File: config.mk
export PLATFORM = sky130hd
export DESIGN_NAME = switching_period_enable_counter
export DESIGN_NICKNAME = d
export VERILOG_FILES = /design/src/verilog/period_pkg.sv /design/src/verilog/cycle_if.sv /design/src/verilog/period_timer.sv /design/src/verilog/switching_period_enable_counter.sv
export SDC_FILE = /design/constraint.sdc
export NUM_CORES = 1
export LEC_CHECK = 0
export BUFFER_PORTS_ARGS = -buffer_cell sky130_fd_sc_hd__buf_2
export CAP_MARGIN = 10
export CORE_ASPECT_RATIO = 0.9
export CORE_MARGIN = 3
export CORE_UTILIZATION = 53
export DETAILED_ROUTE_END_ITERATION = 7
export GPL_TIMING_DRIVEN = 0
export PLACE_DENSITY_LB_ADDON = 0.1
export SYNTH_ARGS = -nofsm -noshare
export SYNTH_HDL_FRONTEND = slang
export SYNTH_HIERARCHICAL = 1
export SYNTH_SLANG_ARGS = --single-unit
File: constraint.sdc
create_clock -name sys_clk -period 2.2 [get_ports sys_clk]
set_input_delay 0 -clock sys_clk [delete_from_list [all_inputs] [get_ports sys_clk]]
set_output_delay 0 -clock sys_clk [all_outputs]
set_load 0.01 [all_outputs]
File: src/verilog/period_pkg.sv
package period_pkg;
  // ==========================================================
  // counts and widths
  localparam int unsigned TIMER_W = 24;
  localparam int unsigned LONG_RUN = 63;
  localparam int unsigned SHORT_TOTAL = 32;
  localparam int unsigned COUNT_W = 6;
  // default qualifying intervals in microseconds
  localparam int unsigned ENABLE_QUALIFY_US = 20;
  localparam int unsigned DISABLE_QUALIFY_US = 40;
  localparam int unsigned CLK_MHZ = 200;
  localparam int unsigned ENABLE_QUALIFY_CYC = ENABLE_QUALIFY_US * CLK_MHZ;
  localparam int unsigned DISABLE_QUALIFY_CYC = DISABLE_QUALIFY_US * CLK_MHZ;
  // alert pulse timing, 33 kHz repeat, short pulse
  localparam int unsigned ALERT_PERIOD_NS = 30303;
  localparam int unsigned ALERT_PERIOD_CYC = ALERT_PERIOD_NS / 5;
  localparam int unsigned ALERT_PULSE_NS = 200;
  localparam int unsigned ALERT_PULSE_CYC = ALERT_PULSE_NS / 5;
  // ==========================================================
  // operating modes of the enable output
  typedef enum logic {
    MODE_RELEASED = 1'b0,
    MODE_PULLED = 1'b1
  } mode_t;
endpackage

File: src/verilog/cycle_if.sv
`timescale 1ns/1ps
// ==========================================================
// interval classification passed to the counter
interface cycle_if;
  logic cycle_p; // one-cycle pulse per detected power cycle
  logic is_short; // interval below enable qualifying
  logic is_long; // interval above disable qualifying
  modport src (output cycle_p, output is_short, output is_long);
  modport dst (input cycle_p, input is_short, input is_long);
endinterface

File: src/verilog/period_timer.sv
`timescale 1ns/1ps
// ==========================================================
// free-running interval timer and classifier
module period_timer #(
  parameter int unsigned TW = period_pkg::TIMER_W
) (
  input wire logic sys_clk,
  input wire logic rst_n,
  input wire logic cycle_seen,
  input wire logic [TW-1:0] enable_qualify_interval,
  input wire logic [TW-1:0] disable_qualify_interval,
  cycle_if.src cyc
);
  logic [TW-1:0] timer_q; // cycles since last power cycle
  logic [TW-1:0] timer_d;
  logic sat_w; // timer saturated
  assign sat_w = &timer_q;
  // restart on each cycle, saturate otherwise
  assign timer_d = cycle_seen ? {{(TW-1){1'b0}}, 1'b1} : (sat_w ? timer_q : timer_q + 1'b1);
  // classification of the interval just ended
  assign cyc.cycle_p = cycle_seen;
  assign cyc.is_short = timer_q < enable_qualify_interval;
  assign cyc.is_long = timer_q > disable_qualify_interval;
  // ==========================================================
  // timer register
  always_ff @(posedge sys_clk or negedge rst_n)
  begin
    if (!rst_n)
    begin
      timer_q <= '0;
    end
    else
    begin
      timer_q <= timer_d;
    end
  end
endmodule

File: src/verilog/switching_period_enable_counter.sv
`timescale 1ns/1ps
// ==========================================================
// enable/disable hysteresis counter with droop alert
module switching_period_enable_counter #(
  parameter int unsigned TW = period_pkg::TIMER_W,
  parameter int unsigned ALERT_PERIOD = period_pkg::ALERT_PERIOD_CYC,
  parameter int unsigned ALERT_PULSE = period_pkg::ALERT_PULSE_CYC
) (
  input wire logic sys_clk,
  input wire logic rstn,
  input wire logic power_cycle_detect,
  input wire logic demag_end,
  input wire logic supply_below_reference,
  input wire logic undervoltage,
  input wire logic [TW-1:0] enable_qualify_interval,
  input wire logic [TW-1:0] disable_qualify_interval,
  output logic secondary_disable_output_o,
  output logic secondary_disable_output_oe,
  output logic reference_refresh,
  output logic alert_o,
  output logic alert_oe
);
  // ==========================================================
  // reset release
  logic rst_s1_q; // first reset stage
  logic rst_n_q; // released reset
  always_ff @(posedge sys_clk or negedge rstn)
  begin
    if (!rstn)
    begin
      rst_s1_q <= 1'b0;
      rst_n_q <= 1'b0;
    end
    else
    begin
      rst_s1_q <= 1'b1;
      rst_n_q <= rst_s1_q;
    end
  end

  // ==========================================================
  // pin synchronisers
  logic [3:0] sync1_q; // first stage only feeds second
  logic [3:0] sync2_q; // safe copies
  logic [3:0] pins_w;
  assign pins_w = {undervoltage, supply_below_reference, demag_end, power_cycle_detect};
  always_ff @(posedge sys_clk or negedge rst_n_q)
  begin
    if (!rst_n_q)
    begin
      sync1_q <= 4'h0;
      sync2_q <= 4'h0;
    end
    else
    begin
      sync1_q <= pins_w;
      sync2_q <= sync1_q;
    end
  end
  logic pcd_s, demag_s, droop_s, uv_s;
  assign pcd_s = sync2_q[0];
  assign demag_s = sync2_q[1];
  assign droop_s = sync2_q[2];
  assign uv_s = sync2_q[3];

  // ==========================================================
  // edge detection on synchronised levels
  logic pcd_old_q; // previous cycle detect
  logic demag_old_q; // previous demag end
  logic cycle_seen; // rising edge of cycle detect
  logic demag_rise; // rising edge of demag end
  assign cycle_seen = pcd_s & ~pcd_old_q;
  assign demag_rise = demag_s & ~demag_old_q;
  always_ff @(posedge sys_clk or negedge rst_n_q)
  begin
    if (!rst_n_q)
    begin
      pcd_old_q <= 1'b0;
      demag_old_q <= 1'b0;
    end
    else
    begin
      pcd_old_q <= pcd_s;
      demag_old_q <= demag_s;
    end
  end

  // ==========================================================
  // interval timer
  cycle_if cyc ();
  period_timer #(.TW(TW)) u_timer (
    .sys_clk(sys_clk),
    .rst_n(rst_n_q),
    .cycle_seen(cycle_seen),
    .enable_qualify_interval(enable_qualify_interval),
    .disable_qualify_interval(disable_qualify_interval),
    .cyc(cyc)
  );

  // ==========================================================
  // mode and counters
  period_pkg::mode_t mode_q, mode_d; // enable output mode
  logic [period_pkg::COUNT_W-1:0] long_q, long_d; // consecutive long periods
  logic [period_pkg::COUNT_W-1:0] short_q, short_d; // cumulative short periods
  localparam logic [period_pkg::COUNT_W-1:0] LONG_LAST = 6'(period_pkg::LONG_RUN - 1);
  localparam logic [period_pkg::COUNT_W-1:0] SHORT_LAST = 6'(period_pkg::SHORT_TOTAL - 1);
  logic go_low, go_high;
  assign go_low = (mode_q == period_pkg::MODE_RELEASED) && cyc.cycle_p && cyc.is_long
                  && (long_q == LONG_LAST);
  assign go_high = (mode_q == period_pkg::MODE_PULLED) && cyc.cycle_p && cyc.is_short
                   && (short_q >= SHORT_LAST);

  // next state; droop alert plays no part here
  always_comb
  begin
    mode_d = mode_q;
    long_d = long_q;
    short_d = short_q;
    unique case (mode_q)
      period_pkg::MODE_RELEASED:
      begin
        // stays released while periods not long
        if (cyc.cycle_p)
        begin
          if (!cyc.is_long)
          begin
            long_d = '0;
          end
          else if (go_low)
          begin
            mode_d = period_pkg::MODE_PULLED;
            long_d = '0;
            short_d = '0;
          end
          else
          begin
            long_d = long_q + 1'b1;
          end
        end
      end
      period_pkg::MODE_PULLED:
      begin
        // long periods do not clear the cumulative count
        if (cyc.cycle_p && cyc.is_short)
        begin
          if (go_high)
          begin
            mode_d = period_pkg::MODE_RELEASED;
            short_d = '0;
          end
          else
          begin
            short_d = short_q + 1'b1;
          end
        end
      end
    endcase
  end

  // state registers
  always_ff @(posedge sys_clk or negedge rst_n_q)
  begin
    if (!rst_n_q)
    begin
      mode_q <= period_pkg::MODE_RELEASED;
      long_q <= '0;
      short_q <= '0;
    end
    else
    begin
      mode_q <= mode_d;
      long_q <= long_d;
      short_q <= short_d;
    end
  end

  // open-drain enable output, driven low only when pulled
  assign secondary_disable_output_o = 1'b0;
  assign secondary_disable_output_oe = (mode_q == period_pkg::MODE_PULLED);

  // ==========================================================
  // droop reference refresh strobe
  always_ff @(posedge sys_clk or negedge rst_n_q)
  begin
    if (!rst_n_q)
    begin
      reference_refresh <= 1'b0;
    end
    else
    begin
      reference_refresh <= demag_rise;
    end
  end

  // ==========================================================
  // droop alert pulse generator
  logic alert_act_q, alert_act_d; // alert train running
  logic [15:0] alert_cnt_q, alert_cnt_d; // position in repeat period
  logic pulse_q; // registered pulse drive
  logic alert_stop;
  assign alert_stop = cycle_seen | uv_s;
  // start in either mode on droop, stop on cycle or undervoltage
  always_comb
  begin
    alert_act_d = alert_act_q;
    alert_cnt_d = alert_cnt_q;
    if (alert_stop)
    begin
      alert_act_d = 1'b0;
      alert_cnt_d = '0;
    end
    else if (!alert_act_q && droop_s)
    begin
      alert_act_d = 1'b1;
      alert_cnt_d = '0;
    end
    else if (alert_act_q)
    begin
      alert_cnt_d = (alert_cnt_q == 16'(ALERT_PERIOD - 1)) ? '0 : alert_cnt_q + 1'b1;
    end
  end

  always_ff @(posedge sys_clk or negedge rst_n_q)
  begin
    if (!rst_n_q)
    begin
      alert_act_q <= 1'b0;
      alert_cnt_q <= '0;
      pulse_q <= 1'b0;
    end
    else
    begin
      alert_act_q <= alert_act_d;
      alert_cnt_q <= alert_cnt_d;
      pulse_q <= alert_act_d && (alert_cnt_d < 16'(ALERT_PULSE));
    end
  end

  assign alert_o = 1'b0;
  assign alert_oe = pulse_q;
endmodule

==> metrics.md, run 1 <==
| Metric | Value |
|---|---|
| GRT Overall Usage | 0.228 |
| Initial antenna violation count | 0 |
| Pre-CTS setup slack | -915 ps |
| Clock sinks | just under 70 |
| R2R Path End | short_q[3] |
| Setup ws final | -616 ps |
| Hold Path Class | input pin to flop |
| WP data arrival | between 3000 and 4000 ps |
| Hold endpoint | sync1_q[2] |
| Hold path cells | 2 |
| Routed Antenna Nets | 0 |
| H-tree depth | 3 |
| Static leakage | 2.83 nW |
| Core area | about 8300 um^2 |
| DIE HEIGHT | 94.7 um |
| Grt ovf | 0 |
| Max frequency | about 360 MHz |
| WP data required | 2450 ps |
| Setup Viol. Count Final | 13 |
| RSZ-0062 raised after global routing | yes |
| DR DRC count | 0 |
| Endpoints failing hold | 0 |
| Routed length per instance | approximately 15 um |
| Worst Tran Pin Value | between 800 and 900 ps |
| Syn Std Cell Area | 4630 um^2 |
| Clock Latency Late Sink | 350 ps |
| Net switching power | ~0.85 mW |
| Crit-path max FO | 7 |
| Detailed-router iteration count before antenna repair | 4 |
| First-pass GRT wire length | approximately 18 mm |
| Clk pin slew, worst setup/hold paths | 80 ps |
| YS warnings | 6 |
| Synth Instances | between 500 and 600 |
| Register share of total power | 0.482 |
| Placed cells | ~680 |
| Final core utilization | 0.701 |
| Final worst-path cycle share | 1.28 |
| Unique masters post-synth | 64 |
| Status | complete, but fails checks |
| Reg-to-Reg Start | u_timer/timer_q[18] |
| Pwr Total | roughly 2.9 mW |
| FF-to-FF path depth | 10 |
| Root buffer cell | clkbuf_8 |
| Layout cells sized above 1 | 0.276 |
| Max-Cap Viols | 0 |
| Area of the die | approximately 9900 um^2 |
| Fillers | 660 |
| Logic pwr share | 0.149 |
| Final hold slack | 294 ps |
| Layout Area Growth over Synthesis | 25.0% |
| Share of flip-flops with an asynchronous set or reset | 1.00 |
| IO Count | 59 |
| Post-layout min period | around 2800 ps |
| Setup Skew | roughly 13 ps |
| I/O Buffers | 56 |
| DP Wirelength | roughly 7.6 mm |
| Fin cells | 724 |
| PD cells | roughly 500 nW/um^2 |
| Clk pwr share | 0.368 |
| CP endpoint kind | flop |
| EDFF count, synth | 0 |
| Hold Crit Start | supply_below_reference |
| Seq/Total Area, Yosys | 0.367 |
| Top FF cell, synth | dfrtp_1 |
| Vias in the first global route | roughly 3800 |
| Internal power | 2.03 mW |
| Failing checks | setup timing |
| DR iter-0 viols | 272 |
| # rows | 31 |
| Max Root-Sink Buffers | 2 |
| Num CTS Buffers | 9 |
| Headroom to the max-slew limit | 0.448 |
| Critical Path Start Type | flop |
| Routed via count | ~4000 |
| Setup CP Type | flop to flop |
| Avg Vias per Cell | ~5.5 |
| Total Nets Final | about 700 |
| Routed WL | 11.0 mm |
| Placer Congestion | 0.889 |
| ANT cells | 0 |
| Max rail drop VDD | 0.298 mV |
| Initial core utilization | 0.561 |
| FF-to-FF setup slack | -620 ps |
| #FFs+latches synth | 68 |
| Die width | 105 um |
| Max-slew violation count | 0 |
| CTS tree | done |
| Sw Ratio | 0.295 |
| Avg Cell Area, Syn | between 9 and 10 um^2 |
| Largest net degree at the start of global routing | 67 |
stage by stage:
stage	area, um^2	TNS [ps]
2_1_floorplan	4660	-1800
3_3_place_gp	5080	-46380
3_5_place_dp	5080	-8770
4_1_cts	5510	-6220
5_1_grt	5790	-7090
6_report	5790	-5490
what timing repair did:
action,CTS,global route
setup buffers,12,16
hold buffers,6,0
hold endpoints to repair,6,0
gates resized for setup,19,27
pin swaps,9,11
setup endpoints to repair,13,25
worst max-delay path: stages, from the launching register on:
cell      delay [ps]
dfrtp_2          440
ha_4             270
nand4_1          200
nor4_4           310
nand3_2          180
a21o_4           240
a31oi_4          180
or3b_4           410
a21boi_4         220
o21ai_1          100
a21o_1           160
power by group through the flow:
| stage | Sequential, mW | Combinational (mW) | Clock (mW) |
|---|---|---|---|
| finish | 1.39 | 0.430 | 1.06 |
| global route | 1.40 | 0.494 | 1.13 |
| CTS | 1.38 | 0.401 | 1.08 |
| detailed placement | 1.41 | 0.381 | 0 |
| global placement | 1.41 | 0.361 | 0 |
| floorplan | 1.38 | 0.264 | 0 |
how the worst max path moves through the flow:
stage                        start         end  slack, ps  cells after the start
2_1_floorplan  u_timer/timer_q[18]  short_q[3]       -370                     10
3_3_place_gp   u_timer/timer_q[18]  short_q[2]       -900                     10
3_5_place_dp   u_timer/timer_q[18]  short_q[3]       -910                     10
4_1_cts        u_timer/timer_q[19]  short_q[3]       -650                     10
5_1_grt        u_timer/timer_q[17]  short_q[3]       -760                     10
6_report       u_timer/timer_q[18]  short_q[3]       -620                     10
routing by layer:
layer  vias to the layer above  track usage  part of all wire
li1                       1998            -                 -
met1                      1889        0.322              0.45
met2                       110        0.356              0.46
met3                        20       0.0519             0.075
met4                         0       0.0609             0.014
met5                         -            0                 0
registers in the layout (all words and copies together), names as in the netlist:
name / flops
demag_old_q: 1
alert_oe: 1
secondary_disable_output_oe: 1
rst_s1_q: 1
alert_act_q: 1
sync1_q: 4
pcd_old_q: 1
sync2_q: 4
rst_n_q: 1
long_q: 6
alert_cnt_q: 16
short_q: 6
reference_refresh: 1
u_timer/timer_q: 24
placed cells by master, fill, tap and decap left out, drive strengths merged, types with 4 or more instances in the layout:
| cell type | instances |
|---|---|
| buf | 95 |
| dfrtp | 68 |
| inv | 55 |
| ha | 52 |
| nor2 | 38 |
| a21oi | 34 |
| nand2 | 32 |
| o21ai | 24 |
| nand3 | 23 |
| nand4 | 22 |
| xor2 | 15 |
| xnor2 | 14 |
| nor3 | 12 |
| and3 | 11 |
| clkbuf | 11 |
| a21o | 10 |
| nor4 | 9 |
| nor2b | 8 |
| or3 | 7 |
| dlygate4sd3 | 6 |
| o31ai | 6 |
| and4 | 4 |
| a31oi | 4 |
Yosys cell counts (all sizes together), types with 11 or more instances:
cell type  number  area, um^2
dfrtp          68        1700
inv            54         203
ha             52         651
nor2           38         143
a21oi          34         170
nand2          32         123
o21ai          24         124
nand3          23         120
nand4          22         171
xor2           15         131
xnor2          14         123
buf            12        80.1
nor3           12        76.3
and3           11        68.8
cell families (layout without fill, tap and decap cells):
kind of cell	Yosys count	after routing	synth area share
flip-flops	68	68	0.367
XOR/XNOR	29	29	0.0549
adder cells (fa/ha/maj)	52	52	0.141
buffers and inverters	68	173	0.0627
AND/OR/NAND/NOR	181	181	0.222
AO/OA/AOI/OAI	98	98	0.139
other	2	3	0.00162
multiplexers	5	5	0.0113
final cells by class:
| type | count | area [um^2] | share of cell area |
|---|---|---|---|
| multi-input cells | 368 | 2890 | 0.499 |
| flip-flops and latches | 68 | 1720 | 0.297 |
| repair buffers | 89 | 547 | 0.0944 |
| inverters | 54 | 203 | 0.0350 |
| well taps | 115 | 144 | 0.0248 |
| clock buffers | 9 | 124 | 0.0214 |
| plain buffers | 14 | 87.6 | 0.0151 |
| clock inverters | 7 | 76.3 | 0.0132 |
Note: power is estimated with default switching activity, not from simulation.
==> run 2: changes to the inputs <==
--- a/config.mk
+++ b/config.mk
@@ -13,6 +13,7 @@
 export DETAILED_ROUTE_END_ITERATION = 7
 export GPL_TIMING_DRIVEN = 0
 export PLACE_DENSITY_LB_ADDON = 0.1
+export SKIP_CTS_REPAIR_TIMING = 1
 export SYNTH_ARGS = -nofsm -noshare
 export SYNTH_HDL_FRONTEND = slang
 export SYNTH_HIERARCHICAL = 1
==> constraint.sdc (replaced) <==
create_clock -name sys_clk -period 2.2 [get_ports sys_clk]
set_input_delay 0.33 -clock sys_clk [delete_from_list [all_inputs] [get_ports sys_clk]]
set_output_delay 0.33 -clock sys_clk [all_outputs]
set_load 0.01 [all_outputs]
==> metrics.md, run 2 (same netlist as run 1, synthesis figures left out) <==
| Metric | Value |
|---|---|
| Total Nets Final | between 600 and 700 |
| Reg area | around 1700 um^2 |
| Setup CP Type | flop to flop |
| Placer Congestion | 0.889 |
| I/O Buffers | between 50 and 60 |
| FF-to-FF path depth | 10 |
| Clock sinks | just under 70 |
| Largest net degree at the start of global routing | 67 |
| Most common cell after layout, fill and taps aside | dfrtp_1 |
| Static leakage | between 2 and 3 nW |
| Routed WL | around 11 mm |
| Layout cells sized above 1 | 0.248 |
| DP Wirelength | around 7.6 mm |
| Hold path cells | 1 |
| Max frequency | roughly 340 MHz |
| Max-Cap Viols | 0 |
| RSZ-0062 raised after global routing | yes |
| Max rail drop VDD | around 0.29 mV |
| Area of the die | 9900 um^2 |
| Final worst-path cycle share | 1.35 |
| Fillers | 698 |
| WP data required | roughly 2400 ps |
| IO Count | just under 60 |
| Largest register FFs | 24 |
| Max Root-Sink Buffers | 2 |
| DIE HEIGHT | between 90 and 100 um |
| Most frequent cells in the layout | dfrtp_1, buf_2, inv_1 |
| Setup Skew | between 10 and 15 ps |
| CTS tree | done |
| PD cells | around 510 nW/um^2 |
| Avg Vias per Cell | ~5.6 |
| ANT cells | 0 |
| DR iter-0 viols | slightly below 200 |
| Detailed-router iteration count before antenna repair | 5 |
| Hold endpoint | sync1_q[0] |
| Final hold slack | approximately 85 ps |
| Core area | between 8000 and 9000 um^2 |
| # rows | 31 |
| Met3 WL post-DR | 674 um |
| Layout Area Growth over Synthesis | 20.8% |
| Headroom to the max-slew limit | 0.451 |
| First-pass GRT wire length | 17.3 mm |
| Post-layout min period | around 3000 ps |
| Root buffer cell | clkbuf_8 |
| Hold Path Class | input pin to flop |
| WP data arrival | about 3200 ps |
| Highest metal used | met4 |
| H-tree depth | 3 |
| Clock Latency Late Sink | around 340 ps |
| Area post-placement | about 5100 um^2 |
| Die width | 105 um |
| R2R Path End | short_q[2] |
| WL met2 | ~5.0 mm |
| Multi-input combinational cell area | 2810 um^2 |
| Grt ovf | 0 |
| Pre-CTS setup slack | -915 ps |
| M1 WL | 4.88 mm |
| Initial core utilization | 0.561 |
| Reg-to-Reg Start | u_timer/timer_q[19] |
| Num CTS Buffers | 9 |
| FF-to-FF setup slack | -780 ps |
| Routed length per instance | approximately 15 um |
| Crit-path max FO | 7 |
| Largest regs | u_timer/timer_q (24), alert_cnt_q (16) |
| Biggest register | u_timer/timer_q |
| Endpoints failing hold | 0 |
| Setup Viol. Count Final | 13 |
| Routed Antenna Nets | 0 |
| Critical Path Start Type | flop |
| Worst Tran Pin Value | around 800 ps |
| GRT Overall Usage | 0.215 |
| Status | complete, but fails checks |
| CP endpoint kind | flop |
| Routed via count | 3959 |
| Setup ws final | -777 ps |
| Failing checks | setup timing |
| Hold Crit Start | power_cycle_detect |
| Initial antenna violation count | 0 |
| DR DRC count | 0 |
| Max-slew violation count | 0 |
| Clk pin slew, worst setup/hold paths | ~80 ps |
| Vias in the first global route | between 3000 and 4000 |
| Design area | roughly 5600 um^2 |
## run 2: changes by cell type in the layout (fill, tap and decap cells not counted), sizes merged
cell | before | now
buf | 95 | 87
dlygate4sd3 | 6 | 1
## run 2: worst max path at each step
stage / slack (ps) / cells past startpoint / startpoint / to
after floorplan: -370 / 10 / u_timer/timer_q[18] / short_q[3]
after global placement: -900 / 10 / u_timer/timer_q[18] / short_q[2]
after detailed placement: -910 / 10 / u_timer/timer_q[18] / short_q[3]
after CTS: -930 / 10 / u_timer/timer_q[18] / short_q[3]
after global routing: -900 / 10 / u_timer/timer_q[21] / short_q[5]
final: -780 / 10 / u_timer/timer_q[19] / short_q[2]
## run 2: worst max-delay path, stage by stage, from the launching register on
cell,delay (ps)
dfrtp_2,460
ha_4,300
nand4_1,170
nor4_4,350
nand3_2,180
a21o_1,250
a31oi_4,230
or3b_4,410
a21boi_4,250
o21ai_1,110
a21o_1,160
## run 2: layout make-up
type,count,share of cell area
Clock buffer,9,0.0222
Multi-Input combinational cell,368,0.503
Clock inverter,7,0.0136
Inverter,54,0.0362
Tap cell,115,0.0257
Buffer,14,0.0157
Timing Repair Buffer,76,0.0774
Sequential cell,68,0.306
## run 2: per-layer routing
layer / up-vias / global-route usage
met5: - / 0
met4: 0 / 0.0543
met1: 1847 / 0.304
met3: 15 / 0.0431
met2: 120 / 0.342
li1: 1977 / -
## run 2: where the power goes
part	internal, mW	leakage, nW	total [mW]	switching, mW
Sequential	1.30	0.896	1.39	0.0909
Clock	0.529	0.0958	1.05	0.521
Combinational	0.192	1.79	0.415	0.223
Total	2.02	2.78	2.85	0.834
## run 2: per-stage QoR
stage	util	TNS, ps	total power [mW]	cells
6_report	0.677	-6380	2.85	711
5_1_grt	0.677	-7940	3.01	711
4_1_cts	0.640	-8960	2.85	691
3_5_place_dp	0.615	-8770	1.79	675
3_3_place_gp	0.615	-46380	1.77	675
2_1_floorplan	-	-1800	1.65	504
